===== src/spc_pkg.sv =====
package spc_pkg;

    // Register addresses on the special-function-register bus
    localparam logic [7:0] SPC_ADDR_CTRL = 8'h98;
    localparam logic [7:0] SPC_ADDR_BUF = 8'h99;

    // Field positions inside the control/status register
    localparam int SPC_BIT_MODE_HI = 7;
    localparam int SPC_BIT_MODE_LO = 6;
    localparam int SPC_BIT_MPE = 5;
    localparam int SPC_BIT_REN = 4;
    localparam int SPC_BIT_TX9 = 3;
    localparam int SPC_BIT_RX9 = 2;
    localparam int SPC_BIT_TXDONE = 1;
    localparam int SPC_BIT_RXDONE = 0;

    // Reset value of the control/status register
    localparam logic [7:0] SPC_CTRL_RESET = 8'h00;

    // Mode 0 shift clock period in crystal clocks
    localparam logic [3:0] SPC_M0_DIV_SLOW = 4'hc;
    localparam logic [3:0] SPC_M0_DIV_FAST = 4'h4;

    // Mode 2 prescale to the 16x sample tick (64 or 32 clocks per bit)
    localparam logic [1:0] SPC_M2_PRE_SLOW = 2'h3;
    localparam logic [1:0] SPC_M2_PRE_FAST = 2'h1;

    // Sixteen ticks per bit, majority of ticks 7, 8 and 9
    localparam logic [3:0] SPC_TICK_LAST = 4'hf;
    localparam logic [3:0] SPC_SAMPLE_A = 4'h7;
    localparam logic [3:0] SPC_SAMPLE_B = 4'h8;
    localparam logic [3:0] SPC_SAMPLE_C = 4'h9;

    // Receive FIFO depth
    localparam int SPC_FIFO_DEPTH = 32;

    typedef enum logic [1:0] {
        SPC_MODE0 = 2'b00,
        SPC_MODE1 = 2'b01,
        SPC_MODE2 = 2'b10,
        SPC_MODE3 = 2'b11
    } spc_mode_t;

    typedef enum logic [2:0] {
        SPC_ST_IDLE = 3'b000,
        SPC_ST_START = 3'b001,
        SPC_ST_DATA = 3'b010,
        SPC_ST_NINTH = 3'b011,
        SPC_ST_STOP = 3'b100
    } spc_frame_t;

endpackage


===== src/spc_fifo.sv =====
`timescale 1ns/10ps
module spc_fifo #(
    parameter int WIDTH = 8,
    parameter int DEPTH = 32
) (
    input wire logic clk_in,
    input wire logic sys_rst_in,
    input wire logic in_valid_in,
    output logic in_ready_out,
    input wire logic [WIDTH-1:0] in_data_in,
    output logic out_valid_out,
    input wire logic out_ready_in,
    output logic [WIDTH-1:0] out_data_out
);
    localparam int AW = $clog2(DEPTH);

    logic [WIDTH-1:0] mem_ff [DEPTH];
    logic [AW-1:0] wr_ptr_ff;
    logic [AW-1:0] rd_ptr_ff;
    logic [AW:0] count_ff;
    logic push;
    logic pop;

    // Honest full and empty straight from the occupancy count
    assign in_ready_out = (count_ff != (AW+1)'(DEPTH));
    assign out_valid_out = (count_ff != '0);
    assign out_data_out = mem_ff[rd_ptr_ff];
    assign push = in_valid_in && in_ready_out;
    assign pop = out_valid_out && out_ready_in;

    // Storage needs no reset; only words below the count are ever read
    always_ff @(posedge clk_in) begin
        if (push) begin
            mem_ff[wr_ptr_ff] <= in_data_in;
        end
    end

    // Pointers wrap explicitly so any depth works
    always_ff @(posedge clk_in or posedge sys_rst_in) begin
        if (sys_rst_in) begin
            wr_ptr_ff <= '0;
            rd_ptr_ff <= '0;
        end else begin
            if (push) begin
                wr_ptr_ff <= (wr_ptr_ff == AW'(DEPTH-1)) ? '0 : wr_ptr_ff + 1'b1;
            end
            if (pop) begin
                rd_ptr_ff <= (rd_ptr_ff == AW'(DEPTH-1)) ? '0 : rd_ptr_ff + 1'b1;
            end
        end
    end

    // Occupancy
    always_ff @(posedge clk_in or posedge sys_rst_in) begin
        if (sys_rst_in) begin
            count_ff <= '0;
        end else if (push && !pop) begin
            count_ff <= count_ff + 1'b1;
        end else if (pop && !push) begin
            count_ff <= count_ff - 1'b1;
        end
    end

endmodule // spc_fifo


===== src/spc_serial_port.sv =====
// Behaviour
// - Control/status register sits at address 98H.
// - Bits: mode high, mode low, mpe, ren, tx9, rx9, flags.
// - Two mode bits select modes zero to three.
// - Mode 0, mpe clear: shift clock crystal/12.
// - Mode 0, mpe set: shift clock crystal/4.
// - Mode 1, mpe set: receive flag needs high stop.
// - Modes 2/3: mpe silences unaddressed slave receivers.
// - Modes 2/3, mpe set: accept only ninth high.
// - Receive only while receive enable is set.
// - Modes 2/3 send tx ninth bit as bit nine.
// - Rx ninth field: ninth bit, stop bit, unused.
// - Mode 0: transmit flag at end of bit eight.
// - Modes 1-3: transmit flag at stop bit start.
// - Mode 0: receive flag at end of bit eight.
// - Mode 1: receive flag after last stop sample.
// - Modes 2/3: receive flag at last stop sample.
// - Mode 0 is an 8-bit shift register.
// - Mode 0 always drives shift clock on transmit pin.
`timescale 1ns/10ps
module spc_serial_port
    import spc_pkg::*;
#(
    parameter int FIFO_DEPTH = SPC_FIFO_DEPTH
) (
    input wire logic clk_in,
    input wire logic sys_rst_in,
    input wire logic [7:0] sfr_addr_in,
    input wire logic [7:0] sfr_wdata_in,
    input wire logic sfr_wr_in,
    input wire logic sfr_rd_in,
    output logic [7:0] sfr_rdata_out,
    input wire logic baud16_tick_in,
    input wire logic mode2_double_in,
    input wire logic rxd_in,
    output logic rxd_out,
    output logic rxd_oe_out,
    output logic txd_out
);

    spc_mode_t mode_ff;
    logic mpe_ff, ren_ff, tb8_ff, rb8_ff, ti_ff, ri_ff;
    logic wr_ctrl, wr_buf, rd_buf;
    logic [7:0] ctrl_value;
    logic [7:0] rdata_ff;
    logic ti_set, ri_set;
    logic fifo_in_ready, fifo_out_valid, fifo_push;
    logic [7:0] fifo_out_data, fifo_push_data;
    // Mode 0 engine
    logic m0_active_ff, m0_dir_rx_ff;
    logic [3:0] m0_cnt_ff;
    logic [2:0] m0_bit_ff;
    logic [7:0] m0_shift_ff;
    logic [3:0] m0_div, m0_half;
    logic m0_sclk, m0_rise, m0_end, m0_done, m0_tx_start, m0_rx_start;
    // Tick generation
    logic [1:0] pre_cnt_ff;
    logic pre_tick, async_tick;
    // Asynchronous transmitter
    spc_frame_t tx_state_ff;
    logic [3:0] tx_cnt_ff;
    logic [2:0] tx_bit_ff;
    logic [7:0] tx_shift_ff;
    logic tx_ninth_ff, tx_adv, tx_start, tx_to_stop, tx_line;
    // Asynchronous receiver
    spc_frame_t rx_state_ff;
    logic [3:0] rx_cnt_ff;
    logic [2:0] rx_bit_ff;
    logic [7:0] rx_shift_ff;
    logic rx_prev_ff, rx_smp_a_ff, rx_smp_b_ff, rx_ninth_ff;
    logic rx_start, rx_mid, rx_adv, rx_bit_now, rx_ninth_val, rx_stop_mid, rx_accept;
    logic txd_ff, nxt_txd;

    always_comb begin
        wr_ctrl = 1'b0;
        wr_buf = 1'b0;
        rd_buf = 1'b0;
        if (sfr_addr_in == SPC_ADDR_CTRL) begin
            wr_ctrl = sfr_wr_in;
        end else if (sfr_addr_in == SPC_ADDR_BUF) begin
            wr_buf = sfr_wr_in;
            rd_buf = sfr_rd_in;
        end
    end

    assign ctrl_value = {mode_ff, mpe_ff, ren_ff, tb8_ff, rb8_ff, ti_ff, ri_ff};

    // software fields, mode high is the upper bit
    always_ff @(posedge clk_in or posedge sys_rst_in) begin
        if (sys_rst_in) begin
            mode_ff <= spc_mode_t'(SPC_CTRL_RESET[SPC_BIT_MODE_HI:SPC_BIT_MODE_LO]);
            mpe_ff <= SPC_CTRL_RESET[SPC_BIT_MPE];
            ren_ff <= SPC_CTRL_RESET[SPC_BIT_REN];
            tb8_ff <= SPC_CTRL_RESET[SPC_BIT_TX9];
        end else if (wr_ctrl) begin
            mode_ff <= spc_mode_t'(sfr_wdata_in[SPC_BIT_MODE_HI:SPC_BIT_MODE_LO]);
            mpe_ff <= sfr_wdata_in[SPC_BIT_MPE];
            ren_ff <= sfr_wdata_in[SPC_BIT_REN];
            tb8_ff <= sfr_wdata_in[SPC_BIT_TX9];
        end
    end

    // received ninth or stop bit; the frame wins over a write
    always_ff @(posedge clk_in or posedge sys_rst_in) begin
        if (sys_rst_in) begin
            rb8_ff <= SPC_CTRL_RESET[SPC_BIT_RX9];
        end else if (rx_accept) begin
            rb8_ff <= rx_ninth_val;
        end else if (wr_ctrl) begin
            rb8_ff <= sfr_wdata_in[SPC_BIT_RX9];
        end
    end

    // flags set by hardware only, a written zero clears, set wins
    always_ff @(posedge clk_in or posedge sys_rst_in) begin
        if (sys_rst_in) begin
            ti_ff <= SPC_CTRL_RESET[SPC_BIT_TXDONE];
            ri_ff <= SPC_CTRL_RESET[SPC_BIT_RXDONE];
        end else begin
            if (ti_set) begin
                ti_ff <= 1'b1;
            end else if (wr_ctrl && !sfr_wdata_in[SPC_BIT_TXDONE]) begin
                ti_ff <= 1'b0;
            end
            if (ri_set) begin
                ri_ff <= 1'b1;
            end else if (wr_ctrl && !sfr_wdata_in[SPC_BIT_RXDONE]) begin
                ri_ff <= 1'b0;
            end
        end
    end

    // Read data is registered; unmapped addresses read zero
    always_ff @(posedge clk_in or posedge sys_rst_in) begin
        if (sys_rst_in) begin
            rdata_ff <= 8'h00;
        end else if (sfr_rd_in) begin
            if (sfr_addr_in == SPC_ADDR_CTRL) begin
                rdata_ff <= ctrl_value;
            end else if (sfr_addr_in == SPC_ADDR_BUF) begin
                rdata_ff <= fifo_out_valid ? fifo_out_data : 8'h00;
            end else begin
                rdata_ff <= 8'h00;
            end
        end
    end
    assign sfr_rdata_out = rdata_ff;

    // shift clock period picked by the mpe bit
    assign m0_div = mpe_ff ? SPC_M0_DIV_FAST : SPC_M0_DIV_SLOW;
    assign m0_half = m0_div >> 1;
    assign m0_sclk = m0_active_ff && (m0_cnt_ff >= m0_half);
    assign m0_rise = m0_active_ff && (m0_cnt_ff == m0_half - 4'h1);
    assign m0_end = m0_active_ff && (m0_cnt_ff == m0_div - 4'h1);
    assign m0_done = m0_end && (m0_bit_ff == 3'h7);
    // mode 0 reception starts only when enabled and the flag is clear
    assign m0_rx_start = (mode_ff == SPC_MODE0) && ren_ff && !ri_ff && !m0_active_ff && fifo_in_ready && !wr_buf;
    assign m0_tx_start = (mode_ff == SPC_MODE0) && wr_buf && !m0_active_ff;

    // mode 0 sequencing, eight bits LSB first
    always_ff @(posedge clk_in or posedge sys_rst_in) begin
        if (sys_rst_in) begin
            m0_active_ff <= 1'b0;
            m0_dir_rx_ff <= 1'b0;
            m0_cnt_ff <= 4'h0;
            m0_bit_ff <= 3'h0;
        end else if (m0_tx_start || m0_rx_start) begin
            m0_active_ff <= 1'b1;
            m0_dir_rx_ff <= m0_rx_start;
            m0_cnt_ff <= 4'h0;
            m0_bit_ff <= 3'h0;
        end else if (m0_end) begin
            m0_cnt_ff <= 4'h0;
            m0_bit_ff <= m0_bit_ff + 3'h1;
            m0_active_ff <= !m0_done;
        end else if (m0_active_ff) begin
            m0_cnt_ff <= m0_cnt_ff + 4'h1;
        end
    end

    // data shifts out at bit end, in on the rising shift clock
    always_ff @(posedge clk_in or posedge sys_rst_in) begin
        if (sys_rst_in) begin
            m0_shift_ff <= 8'hff;
        end else if (m0_tx_start) begin
            m0_shift_ff <= sfr_wdata_in;
        end else if (m0_rise && m0_dir_rx_ff) begin
            m0_shift_ff <= {rxd_in, m0_shift_ff[7:1]};
        end else if (m0_end && !m0_dir_rx_ff) begin
            m0_shift_ff <= {1'b1, m0_shift_ff[7:1]};
        end
    end

    // Mode 2 prescaler; modes 1 and 3 use the external timer tick
    assign pre_tick = (pre_cnt_ff == (mode2_double_in ? SPC_M2_PRE_FAST : SPC_M2_PRE_SLOW));
    assign async_tick = (mode_ff == SPC_MODE2) ? pre_tick : baud16_tick_in;
    always_ff @(posedge clk_in or posedge sys_rst_in) begin
        if (sys_rst_in) begin
            pre_cnt_ff <= 2'h0;
        end else begin
            pre_cnt_ff <= pre_tick ? 2'h0 : pre_cnt_ff + 2'h1;
        end
    end

    // Transmit control; a write while busy is dropped
    assign tx_start = (mode_ff != SPC_MODE0) && wr_buf && (tx_state_ff == SPC_ST_IDLE);
    assign tx_adv = async_tick && (tx_cnt_ff == SPC_TICK_LAST) && (tx_state_ff != SPC_ST_IDLE);
    assign tx_to_stop = tx_adv && ((tx_state_ff == SPC_ST_NINTH) ||
        ((tx_state_ff == SPC_ST_DATA) && (tx_bit_ff == 3'h7) && (mode_ff == SPC_MODE1)));

    // ninth bit captured from tx9 when the byte is written
    always_ff @(posedge clk_in or posedge sys_rst_in) begin
        if (sys_rst_in) begin
            tx_state_ff <= SPC_ST_IDLE;
            tx_cnt_ff <= 4'h0;
            tx_bit_ff <= 3'h0;
            tx_shift_ff <= 8'hff;
            tx_ninth_ff <= 1'b1;
        end else if (tx_start) begin
            tx_state_ff <= SPC_ST_START;
            tx_cnt_ff <= 4'h0;
            tx_bit_ff <= 3'h0;
            tx_shift_ff <= sfr_wdata_in;
            tx_ninth_ff <= tb8_ff;
        end else if (tx_adv) begin
            tx_cnt_ff <= 4'h0;
            case (tx_state_ff)
                SPC_ST_START: begin
                    tx_state_ff <= SPC_ST_DATA;
                end
                SPC_ST_DATA: begin
                    tx_shift_ff <= {1'b1, tx_shift_ff[7:1]};
                    tx_bit_ff <= tx_bit_ff + 3'h1;
                    if (tx_bit_ff == 3'h7) begin
                        tx_state_ff <= (mode_ff == SPC_MODE1) ? SPC_ST_STOP : SPC_ST_NINTH;
                    end
                end
                SPC_ST_NINTH: begin
                    tx_state_ff <= SPC_ST_STOP;
                end
                default: begin
                    tx_state_ff <= SPC_ST_IDLE;
                end
            endcase
        end else if (async_tick && (tx_state_ff != SPC_ST_IDLE)) begin
            tx_cnt_ff <= tx_cnt_ff + 4'h1;
        end
    end

    // Line level per transmit state
    always_comb begin
        case (tx_state_ff)
            SPC_ST_START: tx_line = 1'b0;
            SPC_ST_DATA: tx_line = tx_shift_ff[0];
            SPC_ST_NINTH: tx_line = tx_ninth_ff;
            default: tx_line = 1'b1;
        endcase
    end

    // Receive sampling: majority of three mid-bit samples
    assign rx_start = (mode_ff != SPC_MODE0) && ren_ff && (rx_state_ff == SPC_ST_IDLE) && rx_prev_ff && !rxd_in;
    assign rx_mid = async_tick && (rx_cnt_ff == SPC_SAMPLE_C);
    assign rx_adv = async_tick && (rx_cnt_ff == SPC_TICK_LAST);
    assign rx_bit_now = (rx_smp_a_ff & rx_smp_b_ff) | (rx_smp_a_ff & rxd_in) | (rx_smp_b_ff & rxd_in);
    assign rx_stop_mid = rx_mid && (rx_state_ff == SPC_ST_STOP);
    // mode 1 keeps the stop bit, modes 2 and 3 the ninth bit
    assign rx_ninth_val = (mode_ff == SPC_MODE1) ? rx_bit_now : rx_ninth_ff;
    // with mpe set, a low stop or ninth bit drops the frame
    assign rx_accept = rx_stop_mid && fifo_in_ready && (!mpe_ff || rx_ninth_val);

    // Edge detect and sample capture
    always_ff @(posedge clk_in or posedge sys_rst_in) begin
        if (sys_rst_in) begin
            rx_prev_ff <= 1'b1;
            rx_smp_a_ff <= 1'b1;
            rx_smp_b_ff <= 1'b1;
        end else begin
            rx_prev_ff <= rxd_in;
            if (async_tick && (rx_cnt_ff == SPC_SAMPLE_A)) begin
                rx_smp_a_ff <= rxd_in;
            end
            if (async_tick && (rx_cnt_ff == SPC_SAMPLE_B)) begin
                rx_smp_b_ff <= rxd_in;
            end
        end
    end

    // receive frame, decided at mid stop bit
    always_ff @(posedge clk_in or posedge sys_rst_in) begin
        if (sys_rst_in) begin
            rx_state_ff <= SPC_ST_IDLE;
            rx_cnt_ff <= 4'h0;
            rx_bit_ff <= 3'h0;
            rx_shift_ff <= 8'h00;
            rx_ninth_ff <= 1'b0;
        end else if (!ren_ff || (mode_ff == SPC_MODE0)) begin
            rx_state_ff <= SPC_ST_IDLE;
        end else if (rx_start) begin
            rx_state_ff <= SPC_ST_START;
            rx_cnt_ff <= 4'h0;
            rx_bit_ff <= 3'h0;
        end else if (async_tick && (rx_state_ff != SPC_ST_IDLE)) begin
            rx_cnt_ff <= rx_cnt_ff + 4'h1;
            case (rx_state_ff)
                SPC_ST_START: begin
                    if (rx_mid && rx_bit_now) begin
                        rx_state_ff <= SPC_ST_IDLE;
                    end else if (rx_adv) begin
                        rx_state_ff <= SPC_ST_DATA;
                    end
                end
                SPC_ST_DATA: begin
                    if (rx_mid) begin
                        rx_shift_ff <= {rx_bit_now, rx_shift_ff[7:1]};
                    end
                    if (rx_adv) begin
                        rx_bit_ff <= rx_bit_ff + 3'h1;
                        if (rx_bit_ff == 3'h7) begin
                            rx_state_ff <= (mode_ff == SPC_MODE1) ? SPC_ST_STOP : SPC_ST_NINTH;
                        end
                    end
                end
                SPC_ST_NINTH: begin
                    if (rx_mid) begin
                        rx_ninth_ff <= rx_bit_now;
                    end
                    if (rx_adv) begin
                        rx_state_ff <= SPC_ST_STOP;
                    end
                end
                default: begin
                    if (rx_mid) begin
                        rx_state_ff <= SPC_ST_IDLE;
                    end
                end
            endcase
        end
    end

    assign ti_set = (m0_done && !m0_dir_rx_ff) || tx_to_stop;
    assign ri_set = (m0_done && m0_dir_rx_ff) || rx_accept;

    // Received bytes queue up so slow software does not lose them
    assign fifo_push = rx_accept || (m0_done && m0_dir_rx_ff);
    assign fifo_push_data = (mode_ff == SPC_MODE0) ? m0_shift_ff : rx_shift_ff;

    spc_fifo #(
        .WIDTH(8),
        .DEPTH(FIFO_DEPTH)
    ) u_rx_fifo (
        .clk_in(clk_in),
        .sys_rst_in(sys_rst_in),
        .in_valid_in(fifo_push),
        .in_ready_out(fifo_in_ready),
        .in_data_in(fifo_push_data),
        .out_valid_out(fifo_out_valid),
        .out_ready_in(rd_buf),
        .out_data_out(fifo_out_data)
    );

    // mode 0 drives the shift clock, idle high
    assign nxt_txd = (mode_ff == SPC_MODE0) ? (!m0_active_ff || m0_sclk) : tx_line;
    always_ff @(posedge clk_in or posedge sys_rst_in) begin
        if (sys_rst_in) begin
            txd_ff <= 1'b1;
        end else begin
            txd_ff <= nxt_txd;
        end
    end
    assign txd_out = txd_ff;
    assign rxd_out = m0_shift_ff[0];
    assign rxd_oe_out = m0_active_ff && !m0_dir_rx_ff;
endmodule // spc_serial_port

===== config.mk =====
export PLATFORM = sky130hd
export DESIGN_NAME = spc_serial_port
export DESIGN_NICKNAME = d
export VERILOG_FILES = /design/src/spc_pkg.sv /design/src/spc_fifo.sv /design/src/spc_serial_port.sv
export SDC_FILE = /design/constraint.sdc
export NUM_CORES = 1
export LEC_CHECK = 0
export BUFFER_PORTS_ARGS = -buffer_cell sky130_fd_sc_hd__buf_2
export CAP_MARGIN = 20
export CORE_MARGIN = 1.5
export CORE_UTILIZATION = 40
export DETAILED_ROUTE_END_ITERATION = 7
export SKIP_LAST_GASP = 1
export SYNTH_ARGS = -nofsm -noshare
export SYNTH_HDL_FRONTEND = slang
export SYNTH_HIERARCHICAL = 1
export SYNTH_SLANG_ARGS = --single-unit

===== constraint.sdc =====
create_clock -name clk_in -period 4.1 [get_ports clk_in]
set_clock_uncertainty 0.1 [all_clocks]
set_input_delay 0.41 -clock clk_in [delete_from_list [all_inputs] [get_ports clk_in]]
set_output_delay 0.41 -clock clk_in [all_outputs]
set_load 0.05 [all_outputs]

Word-level counts from Yosys, hierarchy flattened
Memories as Yosys holds them, arrays and structs flattened.
Cells that the tools add are included.

operators by class
  bitwise gates (word level) = 7
  multiplexer cells = 68
  equality and inequality tests = 30
  add/sub/neg operators = 13
  $lt $le $gt $ge = 1
  reductions and logical operators = 91

operators by type and width
  kind                                           count
  2-to-1 mux 8 bit                               10
  2-to-1 mux 3 bit                               22
  logical AND 1 bit                              43
  2-to-1 mux 4 bit                               9
  nonzero test 2 bit                             11
  2-to-1 mux 1 bit                               18
  case mux 3 bit (3 select lines)                2
  nonzero test 3 bit                             6
  == test 4 bit, second input constant           4
  == test 8 bit, second input constant           2
  adder 4 x 1 -> 4 bit, second input constant    3
  == test 3 x 2 -> 1 bit, second input constant  4
  == test 3 bit, second input constant           4
  zero test 1 bit                                12
  2-to-1 mux 6 bit                               2
  != test 4 bit, second input constant           3
  nonzero test 6 bit                             2
  adder 5 x 1 -> 5 bit, second input constant    2
  == test 5 bit, second input constant           2
  2-to-1 mux 5 bit                               2
  AND reduction 5 bit                            2
  adder 3 x 1 -> 3 bit, second input constant    3
  == test 4 bit                                  2
  logical OR 1 bit                               7
  24 further kinds                               33

storage, ports and cells
  output and inout bits = 11
  flip-flop bits (word level) = 93
  logic and storage cells = 242
  memory bits (writable) = 256
  memories = 1
  bits of input ports = 23

memories
  memory            words  width  read ports  clocked after memory_dff  wr ports  line            source
  u_rx_fifo.mem_ff  32     8      1           0                         1         spc_fifo.sv:17  logic [WIDTH-1:0] mem_ff [DEPTH];

Depth between registers and ports, before layout
Gate-level depths: netlist of the first run.

  depth after elaboration = 13
  gate-level depth with buffers = 15
  mapped depth without buffers = 15

Modules after synthesis
The synthesis of the first run kept the hierarchy.

modules (own cells, without submodules)
  module           instances  seq. area each (um^2)  area an instance (um^2)  cells each
  spc_fifo         1          8,087.8                11,260.8                 617
  spc_serial_port  1          1,953.1                4,020.1                  387

Worst setup path before layout of the first run
No wires, ideal clock.

  path kind = input to register
  start point = in mode2_double_in
  end point = reg u_rx_fifo.count_ff[5]
  path slack = 0.770 ns
  path buffers = 0
  stages on the path = 13
  setup time = 0.125 ns
  data arrival time = 3.105 ns
  data required time = 3.875 ns
  path through = xor2_1 a22oi_2 or3_1 o22ai_1 o31ai_4 inv_2 ha_1 inv_1 ha_1 a211oi_1 a21oi_1 o21a_1 a2111oi_0

on the way
  cells in the longest elaborated chain, start to end = 12
  elaborated cells between the ends (all ways) = 14
  those cells by class = eq/ne (1); mux (3); reduce/logical (10)

RTL lines
  what                                 line                    source
  start: declaration                   spc_serial_port.sv:34   input wire logic mode2_double_in,
  2-to-1 mux 2 bit (*)                 spc_serial_port.sv:195  assign pre_tick = (pre_cnt_ff == (mode2_double_in ? SPC_M2_PRE_FAST : SPC_M2_PRE_SLOW));
  == test 2 bit (*)                    spc_serial_port.sv:195
  2-to-1 mux 1 bit (*)                 spc_serial_port.sv:196  assign async_tick = (mode_ff == SPC_MODE2) ? pre_tick : baud16_tick_in;
  logical AND 1 bit (*)                spc_serial_port.sv:262  assign rx_mid = async_tick && (rx_cnt_ff == SPC_SAMPLE_C);
  logical AND 1 bit (*)                spc_serial_port.sv:265  assign rx_stop_mid = rx_mid && (rx_state_ff == SPC_ST_STOP);
  logical AND 1 bit (*) (2 in a row)   spc_serial_port.sv:269  assign rx_accept = rx_stop_mid && fifo_in_ready && (!mpe_ff || rx_ninth_val);
  logical OR 1 bit (*)                 spc_serial_port.sv:344  assign fifo_push = rx_accept || (m0_done && m0_dir_rx_ff);
  via fifo_push                        spc_serial_port.sv:47   logic fifo_in_ready, fifo_out_valid, fifo_push;
  logical AND 1 bit (*)                spc_fifo.sv:28          assign push = in_valid_in && in_ready_out;
  via u_rx_fifo.push                   spc_fifo.sv:21          logic push;
  zero test 1 bit                      spc_fifo.sv:59          end else if (pop && !push) begin
  logical AND 1 bit                    spc_fifo.sv:59
  nonzero test 2 bit (no source line)  --
  end signal: assignment               spc_fifo.sv:58          count_ff <= count_ff + 1'b1;
  end signal: assignment               spc_fifo.sv:60          count_ff <= count_ff - 1'b1;
  end: declaration                     spc_fifo.sv:20          logic [AW:0] count_ff;

The timed path passes the listed nets; every way through them passes the cells marked *.
A chain may end at the register's enable or synchronous reset.

Worst setup path in the final report of the first run
  start point = reg u_rx_fifo.count_ff[0]
  end point = reg u_rx_fifo.count_ff[5]

on the way
  cells in the longest elaborated chain, start to end = 8
  elaborated cells between the ends (all ways) = 16
  those cells by class = add/sub (2); eq/ne (1); mux (2); reduce/logical (11)

RTL lines
  what                                 line                    source
  != test 6 bit (*)                    spc_fifo.sv:25          assign in_ready_out = (count_ff != (AW+1)'(DEPTH));
  via fifo_in_ready                    spc_serial_port.sv:47
  logical AND 1 bit (*) (2 in a row)   spc_serial_port.sv:269
  logical OR 1 bit (*)                 spc_serial_port.sv:344
  via fifo_push                        spc_serial_port.sv:47
  logical AND 1 bit (*)                spc_fifo.sv:28
  via u_rx_fifo.push                   spc_fifo.sv:21
  zero test 1 bit                      spc_fifo.sv:59
  logical AND 1 bit                    spc_fifo.sv:59
  nonzero test 2 bit (no source line)  --

The timed path passes the listed nets; every way through them passes the cells marked *. The select of a mux whose other input is x is not followed.

==> results of run 1 <==
worst max-delay path, delay by kind of cell (launching register included):
| family | cells | cell delay, ps |
|---|---|---|
| fa+ha+maj | 2 | 550 |
| compound gates | 6 | 1170 |
| simple gates | 5 | 1220 |
| buf+inv | 2 | 220 |
| flops | 1 | 410 |
where the power goes:
group | switching [uW] | internal (uW) | total, uW
Sequential | 135 | 4270 | 4410
Clock | 1310 | 1770 | 3080
Combinational | 755 | 333 | 1090
Yosys cell counts, types with 21 or more instances:
library cell	count	area (um^2)
sky130_fd_sc_hd__nand2_1	36	135
sky130_fd_sc_hd__nor2_1	97	364
sky130_fd_sc_hd__mux2_1	24	270
sky130_fd_sc_hd__dfrtp_1	72	1800
sky130_fd_sc_hd__a21oi_1	35	175
sky130_fd_sc_hd__a22oi_1	41	308
sky130_fd_sc_hd__dfstp_2	21	552
sky130_fd_sc_hd__nand3_1	36	180
sky130_fd_sc_hd__mux4_1	26	683
sky130_fd_sc_hd__ha_1	27	338
sky130_fd_sc_hd__mux2i_1	89	891
sky130_fd_sc_hd__edfxtp_1	256	7690
state kept, by name (all words and copies together) (netlist names), 2 cells and up:
| name | cells |
|---|---|
| u_rx_fifo/rd_ptr_ff | 5 |
| tx_shift_ff | 8 |
| tx_state_ff | 3 |
| sfr_rdata_out | 8 |
| m0_shift_ff | 8 |
| u_rx_fifo/wr_ptr_ff | 5 |
| pre_cnt_ff | 2 |
| rx_shift_ff | 8 |
| u_rx_fifo/count_ff | 6 |
| tx_bit_ff | 3 |
| rx_bit_ff | 3 |
| mode_ff | 2 |
| rx_state_ff | 3 |
| u_rx_fifo/mem_ff | 256 |
| m0_cnt_ff | 4 |
| m0_bit_ff | 3 |
| rx_cnt_ff | 4 |
| tx_cnt_ff | 4 |
stage by stage:
stage / hold WS, ps / worst slack (ps) / cell area [um^2] / power, uW / instances
6_report: 48.8 / 283 / 17200 / 8580 / 1616
5_1_grt: 46.5 / 75.0 / 17200 / 8930 / 1616
4_1_cts: 31.5 / 288 / 17200 / 8670 / 1616
3_5_place_dp: 343 / 272 / 16100 / 5570 / 1550
3_3_place_gp: 341 / 351 / 16100 / 5540 / 1550
2_1_floorplan: 224 / 770 / 15300 / 5130 / 1004
worst paths after layout:
kind | to | slack, ps
worst min register to register | pre_cnt_ff[0] | 340
min in group asynchronous | sfr_rdata_out[0] | 420
worst max-delay path | u_rx_fifo/count_ff[5] | 280
max in group asynchronous | m0_shift_ff[3] | 2500
worst max register to register | u_rx_fifo/count_ff[5] | 280
worst min-delay path | tx_shift_ff[7] | 50
what timing repair did:
item / CTS / global route
setup endpoints to repair: 0 / 1
hold endpoints to repair: 40 / 0
hold buffers: 2 / 0
buffers inserted: 0 / 0
gates resized for setup: 0 / 1
final cells by class:
type                       instances  area [um^2]
clock buffer                      52         1040
clock inverter                    12         70.1
fill                            3407        20400
inverter                          22         83.8
multi-input combinational        588         4810
sequential                       349        10000
tap                              511          639
timing repair buffer              82          551
layer usage:
layer / track usage, % / part of all wire (%) / up-vias
li1: - / - / 4030
met1: 23.7 / 46 / 4255
met2: 27.1 / 47 / 184
met3: 2.39 / 4.2 / 40
met4: 5.19 / 2.1 / 0
met5: 0 / 0 / -
kinds of logic (layout without fill, tap and decap cells):
| logic type | Yosys count | in the layout | share of synthesized area (%) |
|---|---|---|---|
| flip-flops | 349 | 349 | 65.7 |
| AND/OR/NAND/NOR | 253 | 253 | 8.46 |
| multiplexers | 148 | 148 | 13.2 |
| AO/OA/AOI/OAI | 146 | 146 | 6.70 |
| buffers and inverters | 67 | 168 | 2.87 |
| adder cells (fa/ha/maj) | 29 | 29 | 2.41 |
| XOR/XNOR | 12 | 12 | 0.688 |
cell usage in the layout, fill, tap and decap left out, types with 4 or more instances in the layout:
cell type and instances:
sky130_fd_sc_hd__a22o_1 11, sky130_fd_sc_hd__ha_1 27, sky130_fd_sc_hd__nand4_1 5, sky130_fd_sc_hd__nand3b_1 6, sky130_fd_sc_hd__nor2b_1 8, sky130_fd_sc_hd__clkbuf_16 38
sky130_fd_sc_hd__mux2i_1 89, sky130_fd_sc_hd__buf_4 46, sky130_fd_sc_hd__and3_1 6, sky130_fd_sc_hd__mux4_2 6, sky130_fd_sc_hd__mux4_1 26, sky130_fd_sc_hd__or3_1 5
sky130_fd_sc_hd__dfstp_2 21, sky130_fd_sc_hd__o21ai_1 8, sky130_fd_sc_hd__buf_2 33, sky130_fd_sc_hd__inv_1 18, sky130_fd_sc_hd__edfxtp_1 256, sky130_fd_sc_hd__xnor2_1 6
sky130_fd_sc_hd__a22oi_1 41, sky130_fd_sc_hd__clkbuf_1 10, sky130_fd_sc_hd__o21ai_0 14, sky130_fd_sc_hd__and2_1 4, sky130_fd_sc_hd__a21oi_1 35, sky130_fd_sc_hd__clkinv_2 5
sky130_fd_sc_hd__clkinv_1 5, sky130_fd_sc_hd__mux2_1 24, sky130_fd_sc_hd__dfrtp_1 70, sky130_fd_sc_hd__nand2_1 36, sky130_fd_sc_hd__clkbuf_8 4, sky130_fd_sc_hd__nand3_1 36
sky130_fd_sc_hd__nor3_2 5, sky130_fd_sc_hd__a221oi_1 8, sky130_fd_sc_hd__nand2b_1 5, sky130_fd_sc_hd__nor3_1 10, sky130_fd_sc_hd__xor2_1 6, sky130_fd_sc_hd__nor2_1 97
==> impl_results.rst, run 1 <==
.. list-table::
   :header-rows: 1

   * - Metric
     - Value
   * - Post-Synthesis Net Count
     - 1055
   * - Most common flop cell mapped by yosys
     - sky130_fd_sc_hd__edfxtp_1
   * - Starting density of the core
     - 40.6%
   * - Relative slew slack
     - between 30% and 40%
   * - Number of buffers created by CTS
     - 37
   * - Cell Area, Synth
     - ~15000 um^2
   * - Global-route wire length before repair
     - 49700 um
   * - Total routing usage reported by global routing
     - 16.8%
   * - # port buffers
     - 33
   * - DPL Wire Length
     - ~21000 um
   * - Number of antenna violations at the first check in global routing
     - 0
   * - Core region area
     - 37700 um^2
   * - Buffer levels on the longest clock path
     - 3
   * - Number of storage elements in the synthesis netlist
     - 349
   * - Via count of the first global-routing pass
     - 8435
   * - Grt ovf
     - 0
   * - Unrepaired setup endpoints after global routing
     - false
   * - Arrival time at the worst endpoint
     - 4110 ps
   * - Die X
     - 198 um
   * - Data required time of the worst path
     - 4390 ps
   * - Top-level port count
     - 34
   * - Worst reg-to-reg path cell count
     - 15
   * - Critical R2R Launch
     - u_rx_fifo/count_ff[0]
   * - Cell count after synthesis
     - 1004
   * - Max rail drop VDD
     - 0.386 mV
   * - Clock tree from TritonCTS
     - yes
   * - Instance count along the most critical hold path
     - 3
   * - Residual DRC count
     - 0
   * - Clock net sink count
     - 349
   * - Clock root buffer
     - sky130_fd_sc_hd__clkbuf_16
   * - Synth async-reset ratio
     - 26.6%
   * - Endpoints failing hold
     - 0
   * - Number of nets at the end of the flow
     - 1131
   * - Wire length after detailed routing
     - around 32000 um
   * - Antenna Nets Post-Route
     - 0
   * - Share of synthesized area occupied by flip-flops and latches
     - 65.7%
   * - Origin of the worst setup path
     - u_rx_fifo/count_ff[0]
   * - Crit-path max cell delay
     - 600 ps
   * - Number of enable-type register cells in the synthesized netlist
     - 256
   * - Final setup violation count
     - 0
   * - Total power density per cell area
     - between 400 and 500 nW/um^2
   * - Highest-delay cell along the critical path
     - sky130_fd_sc_hd__or4_4
   * - H-tree Lvls
     - 2
   * - Final Max Slew Viols
     - 0
   * - Final core utilization
     - 45.8%
   * - Post-layout minimum cycle time
     - 3820 ps
   * - Synth cell types
     - 86
   * - Hold path startpoint
     - sfr_wdata_in[7]
   * - CP Cell Sequence
     - or4_4 > nor2_1 > nand2_1 > nand3_1 > or3_1 > o22ai_1 > o31ai_4 > inv_2 > ha_1 > inv_2 > ha_1 > a211oi_1 > a21oi_1 > o21a_1 > a2111oi_0
   * - Die footprint
     - approximately 39000 um^2
   * - Result of the run
     - complete, no violations
   * - Number of DRC markers after the initial detailed-route iteration
     - approximately 650
   * - Crit path kind
     - reg2reg
   * - Critical Path Start Type
     - flop
   * - Area growth from synthesis to layout
     - 12.8%
   * - Routed WL per cell
     - 20.1 um
   * - Max-Cap Viols
     - 0
   * - Maximum achievable frequency
     - 262 MHz
   * - Latest clock arrival within the worst-skew pair
     - 520 ps
   * - Worst min path class
     - in2reg
   * - Vias after detailed routing
     - 8509
   * - Sort of element at the end of the critical path
     - flop
   * - Floorplan row count
     - 71
   * - Inserted Diodes
     - 0
   * - Length of the first detailed-routing pass in iterations
     - 5
   * - Clock-pin slew of the registers on the worst-case setup and hold paths
     - 60 ps
   * - Share of cells above drive strength 1
     - between 10% and 20%
   * - Count of synthesis-stage warnings from yosys
     - 6
   * - Critical-path maximum fanout
     - 7
   * - Setup Total Neg Slack
     - 0 ps
   * - Global placement routability congestion
     - 0.799
   * - Pin count of the biggest net entering global routing
     - 60
   * - Leak pwr
     - 0.00608 uW
   * - Die outline height
     - 198 um
   * - Average size of a mapped cell
     - 15.2 um^2
   * - Mean number of vias per cell
     - 5.27
   * - Slew of the pin with the lowest slew margin
     - 1010 ps
   * - Post-route fraction of the period consumed by the critical path
     - between 90% and 100%
Power figures use the tool's default switching activity.
==> inputs of run 2 (changes only) <==
Settings changed: SYNTH_HIERARCHICAL 1 to not set.
==> run 2 against run 1 <==
Cell count decreased by 6.8%. Total power rose by 0.10%. Setup slack improved by 190 ps. Worst hold slack worse by 22 ps. Clock power increased by 5%. Cell area fell by 1.5%.
==> impl_results.rst, run 2 <==
.. list-table::
   :header-rows: 1

   * - Metric
     - Value
   * - Share of cells above drive strength 1
     - 22.3% (was 17.1%)
   * - Post-Synthesis Net Count
     - 990 (was 1055)
   * - Sort of element at the end of the critical path
     - flop (unchanged)
   * - Global-route wire length before repair
     - 50600 um (was 49700 um)
   * - Synth async-reset ratio
     - 26.6% (unchanged)
   * - Inserted Diodes
     - 0 (unchanged)
   * - Die footprint
     - 38400 um^2 (was 39400 um^2)
   * - Slew of the pin with the lowest slew margin
     - 973 ps (was 1010 ps)
   * - Pin count of the biggest net entering global routing
     - 69 (was 60)
   * - Residual DRC count
     - 0 (unchanged)
   * - Clock root buffer
     - sky130_fd_sc_hd__clkbuf_16 (unchanged)
   * - Number of storage elements in the synthesis netlist
     - 349 (unchanged)
   * - Antenna Nets Post-Route
     - 0 (unchanged)
   * - Result of the run
     - complete, no violations (unchanged)
   * - Most common flop cell mapped by yosys
     - sky130_fd_sc_hd__edfxtp_1 (unchanged)
   * - Average size of a mapped cell
     - 15.8 um^2 (was 15.2 um^2)
   * - Top-level port count
     - 34 (unchanged)
   * - Worst reg-to-reg path cell count
     - 13 (was 15)
   * - Unrepaired setup endpoints after global routing
     - false (unchanged)
   * - Worst reg2reg setup slack
     - 470 ps (was 280 ps)
   * - Most frequent cells after synthesis
     - 256 x sky130_fd_sc_hd__edfxtp_1, 72 x sky130_fd_sc_hd__dfrtp_1, 67 x sky130_fd_sc_hd__nor2_1, 56 x sky130_fd_sc_hd__mux2i_1, 49 x sky130_fd_sc_hd__mux4_2 (was 256 x sky130_fd_sc_hd__edfxtp_1, 97 x sky130_fd_sc_hd__nor2_1, 89 x sky130_fd_sc_hd__mux2i_1, 72 x sky130_fd_sc_hd__dfrtp_1, 41 x sky130_fd_sc_hd__a22oi_1)
   * - Hold-fix buffer count after cts
     - 6 (was 2)
   * - CTS-repair resized insts
     - 0 (unchanged)
   * - Data required time of the worst path
     - 4420 ps (was 4390 ps)
   * - Critical-path maximum fanout
     - 6 (was 7)
   * - Vias after detailed routing
     - 8333 (was 8509)
   * - Maximum achievable frequency
     - 275 MHz (was 262 MHz)
   * - Crit path kind
     - reg2reg (unchanged)
   * - Final core utilization
     - 46.4% (was 45.8%)
   * - Register with the most flip-flops
     - u_rx_fifo.mem_ff (was u_rx_fifo/mem_ff)
   * - Leading cell types in the layout, fill and taps excluded
     - 256 x sky130_fd_sc_hd__edfxtp_1, 71 x sky130_fd_sc_hd__dfrtp_1, 67 x sky130_fd_sc_hd__nor2_1 (was 256 x sky130_fd_sc_hd__edfxtp_1, 97 x sky130_fd_sc_hd__nor2_1, 89 x sky130_fd_sc_hd__mux2i_1)
   * - Share of synthesized area occupied by flip-flops and latches
     - 67.4% (was 65.7%)
   * - Post-layout minimum cycle time
     - 3630 ps (was 3820 ps)
   * - Count of synthesis-stage warnings from yosys
     - 0 (was 6)
   * - Most instantiated library cell after synthesis
     - sky130_fd_sc_hd__edfxtp_1 (unchanged)
   * - Yosys top cell area share
     - 51.6% (was 50.3%)
   * - Number of DRC markers after the initial detailed-route iteration
     - 711 (was 647)
   * - H-tree Lvls
     - 2 (unchanged)
   * - Routed WL per cell
     - 21.6 um (was 20.1 um)
   * - Arrival time at the worst endpoint
     - 3950 ps (was 4110 ps)
   * - Number of antenna violations at the first check in global routing
     - 0 (unchanged)
   * - Buffer levels on the longest clock path
     - 3 (unchanged)
   * - Cell Area, Synth
     - 14900 um^2 (was 15300 um^2)
   * - Total Power Consumption
     - 8590 uW (was 8580 uW)
   * - Relative slew slack
     - 34.9% (was 32.2%)
   * - Area growth from synthesis to layout
     - 13.9% (was 12.8%)
   * - Final Max Slew Viols
     - 0 (unchanged)
   * - Die outline height
     - 196 um (was 198 um)
   * - Termination of the worst setup path
     - u_rx_fifo.count_ff[5] (was u_rx_fifo/count_ff[5])
   * - Number of enable-type register cells in the synthesized netlist
     - 256 (unchanged)
   * - Clock tree from TritonCTS
     - yes (unchanged)
   * - Most frequent standard cell in the layout excluding fill and tap cells
     - sky130_fd_sc_hd__edfxtp_1 (unchanged)
   * - Setup repair bufs after CTS
     - 0 (unchanged)
   * - Setup Total Neg Slack
     - 0 ps (unchanged)
   * - Number of filler instances in the final layout
     - 3138 (was 3407)
   * - Starting density of the core
     - 40.7% (was 40.6%)
   * - DPL Wire Length
     - 20800 um (was 20900 um)
   * - Wire length after detailed routing
     - 32500 um (about the same)
   * - Number of buffers created by CTS
     - 38 (was 37)
   * - Top post-synthesis cells by area
     - sky130_fd_sc_hd__edfxtp_1 52%, sky130_fd_sc_hd__dfrtp_1 12%, sky130_fd_sc_hd__mux4_2 7.4% (was sky130_fd_sc_hd__edfxtp_1 50%, sky130_fd_sc_hd__dfrtp_1 12%, sky130_fd_sc_hd__mux2i_1 5.8%)
   * - Cell count after synthesis
     - 940 (was 1004)
   * - Critical Path Start Type
     - flop (unchanged)
   * - Length of the first detailed-routing pass in iterations
     - 7 (was 5)
   * - Floorplan row count
     - 70 (was 71)
   * - Via count of the first global-routing pass
     - 8407 (was 8435)
   * - Mean number of vias per cell
     - 5.53 (was 5.27)
   * - Latest clock arrival within the worst-skew pair
     - 540 ps (was 520 ps)
   * - Total routing usage reported by global routing
     - 17.4% (was 16.8%)
   * - Clock-pin slew of the registers on the worst-case setup and hold paths
     - 60 ps (about the same)
   * - Leak pwr
     - 0.00602 uW (was 0.00608 uW)
   * - Number of nets at the end of the flow
     - 1058 (was 1131)
   * - Synth cell types
     - 68 (was 86)
   * - # port buffers
     - 33 (unchanged)
   * - Worst min path class
     - in2reg (unchanged)
   * - Max-Cap Viols
     - 0 (unchanged)
   * - Total power density per cell area
     - 506 nW/um^2 (was 497 nW/um^2)
   * - Origin of the worst setup path
     - u_rx_fifo.count_ff[0] (was u_rx_fifo/count_ff[0])
   * - Post-route fraction of the period consumed by the critical path
     - 88.6% (was 93.1%)
   * - Global placement routability congestion
     - 0.801 (was 0.799)
   * - Core region area
     - 36600 um^2 (was 37700 um^2)
   * - Instance count along the most critical hold path
     - 3 (unchanged)
   * - Max rail drop VDD
     - 0.290 mV (was 0.386 mV)
   * - Clock net sink count
     - 349 (unchanged)
   * - Grt ovf
     - 0 (unchanged)
   * - Most area-hungry cell type in the Yosys netlist
     - sky130_fd_sc_hd__edfxtp_1 (unchanged)
   * - R2r endpoint
     - u_rx_fifo.count_ff[5] (was u_rx_fifo/count_ff[5])
   * - Die X
     - 196 um (was 198 um)
   * - Endpoints failing hold
     - 0 (unchanged)
   * - Final setup violation count
     - 0 (unchanged)
   * - Critical R2R Launch
     - u_rx_fifo.count_ff[0] (was u_rx_fifo/count_ff[0])
   * - Number of flip-flops under the largest register name
     - 256 (unchanged)
## run 2: cell count changes after synthesis, sizes merged, moves of 14 or more
| cell | previous run | this run |
|---|---|---|
| mux4 | 32 | 49 |
| nor2 | 97 | 67 |
| a21oi | 35 | 11 |
| clkbuf | 21 | 35 |
| a22oi | 42 | 1 |
| nand3 | 36 | 15 |
| mux2i | 89 | 56 |
## run 2: per-stage QoR
| step | std cells | hold WS, ps | instance area [um^2] | setup WS [ps] |
|---|---|---|---|---|
| final | 1506 | 27.1 | 17000 | 469 |
| after floorplan | 940 | 314 | 14900 | 812 |
| after detailed placement | 1430 | 383 | 15700 | 462 |
| after CTS | 1506 | 6.82 | 17000 | 448 |
| after global placement | 1430 | 378 | 15700 | 537 |
| after global routing | 1506 | 29.9 | 17000 | 162 |
## run 2: logic make-up (layout without fill, tap and decap cells)
family                   after synthesis  in the layout  share of synthesized area (%)
buffers and inverters                 69            167                           1.93
flip-flops                           349            349                           67.4
AND/OR/NAND/NOR                      201            201                           6.90
multiplexers                         139            139                           13.7
XOR/XNOR                              12             12                          0.705
AO/OA/AOI/OAI                        142            142                           6.95
adder cells (fa/ha/maj)               28             28                           2.39
## run 2: worst max-delay path: stages (launching register included)
cell and delay [ps]:
sky130_fd_sc_hd__dfrtp_1 420, sky130_fd_sc_hd__or4_1 620, sky130_fd_sc_hd__o311ai_2 360, sky130_fd_sc_hd__a2111oi_4 110, sky130_fd_sc_hd__o21ai_2 310, sky130_fd_sc_hd__inv_1 80, sky130_fd_sc_hd__ha_1 220, sky130_fd_sc_hd__inv_1 210
sky130_fd_sc_hd__ha_1 270, sky130_fd_sc_hd__a21o_1 180, sky130_fd_sc_hd__a21oi_1 230, sky130_fd_sc_hd__nand4b_1 150, sky130_fd_sc_hd__nand4_1 120, sky130_fd_sc_hd__xnor2_1 140
## run 2: report_power, final
part	total [uW]	internal, uW	switching (uW)
Clock	3230	1840	1390
Combinational	1020	353	665
Sequential	4340	4180	159
Total	8590	6370	2210
## run 2: how the worst min path moves through the flow
stage / start / endpoint / slack (ps)
final: sfr_wdata_in[6] / m0_shift_ff[6] / 30
after detailed placement: rx_bit_ff[0] / rx_bit_ff[0] / 380
after floorplan: rxd_in / rx_prev_ff / 310
after CTS: sfr_wdata_in[6] / m0_shift_ff[6] / 7
after global routing: sfr_wdata_in[6] / m0_shift_ff[6] / 30
after global placement: rx_bit_ff[0] / rx_bit_ff[0] / 380
## run 2: final cells by class
cell class,instances,area (um^2),area share (%)
repair buffers,74,500,2.95
flip-flops and latches,349,10000,59.2
clock buffers,43,970,5.71
well taps,468,586,3.45
multi-input cells,522,4570,26.9
clock inverters,27,216,1.28
inverters,23,88.8,0.523
## run 2: metal layers
layer	wire length, um	track usage, %	up-vias	part of all wire (%)
met4	734	5.27	0	2.3
li1	-	-	3834	-
met5	0	0	-	0
met2	15100	26.9	238	46
met1	14800	25.1	4213	45
met3	1910	2.99	48	5.9
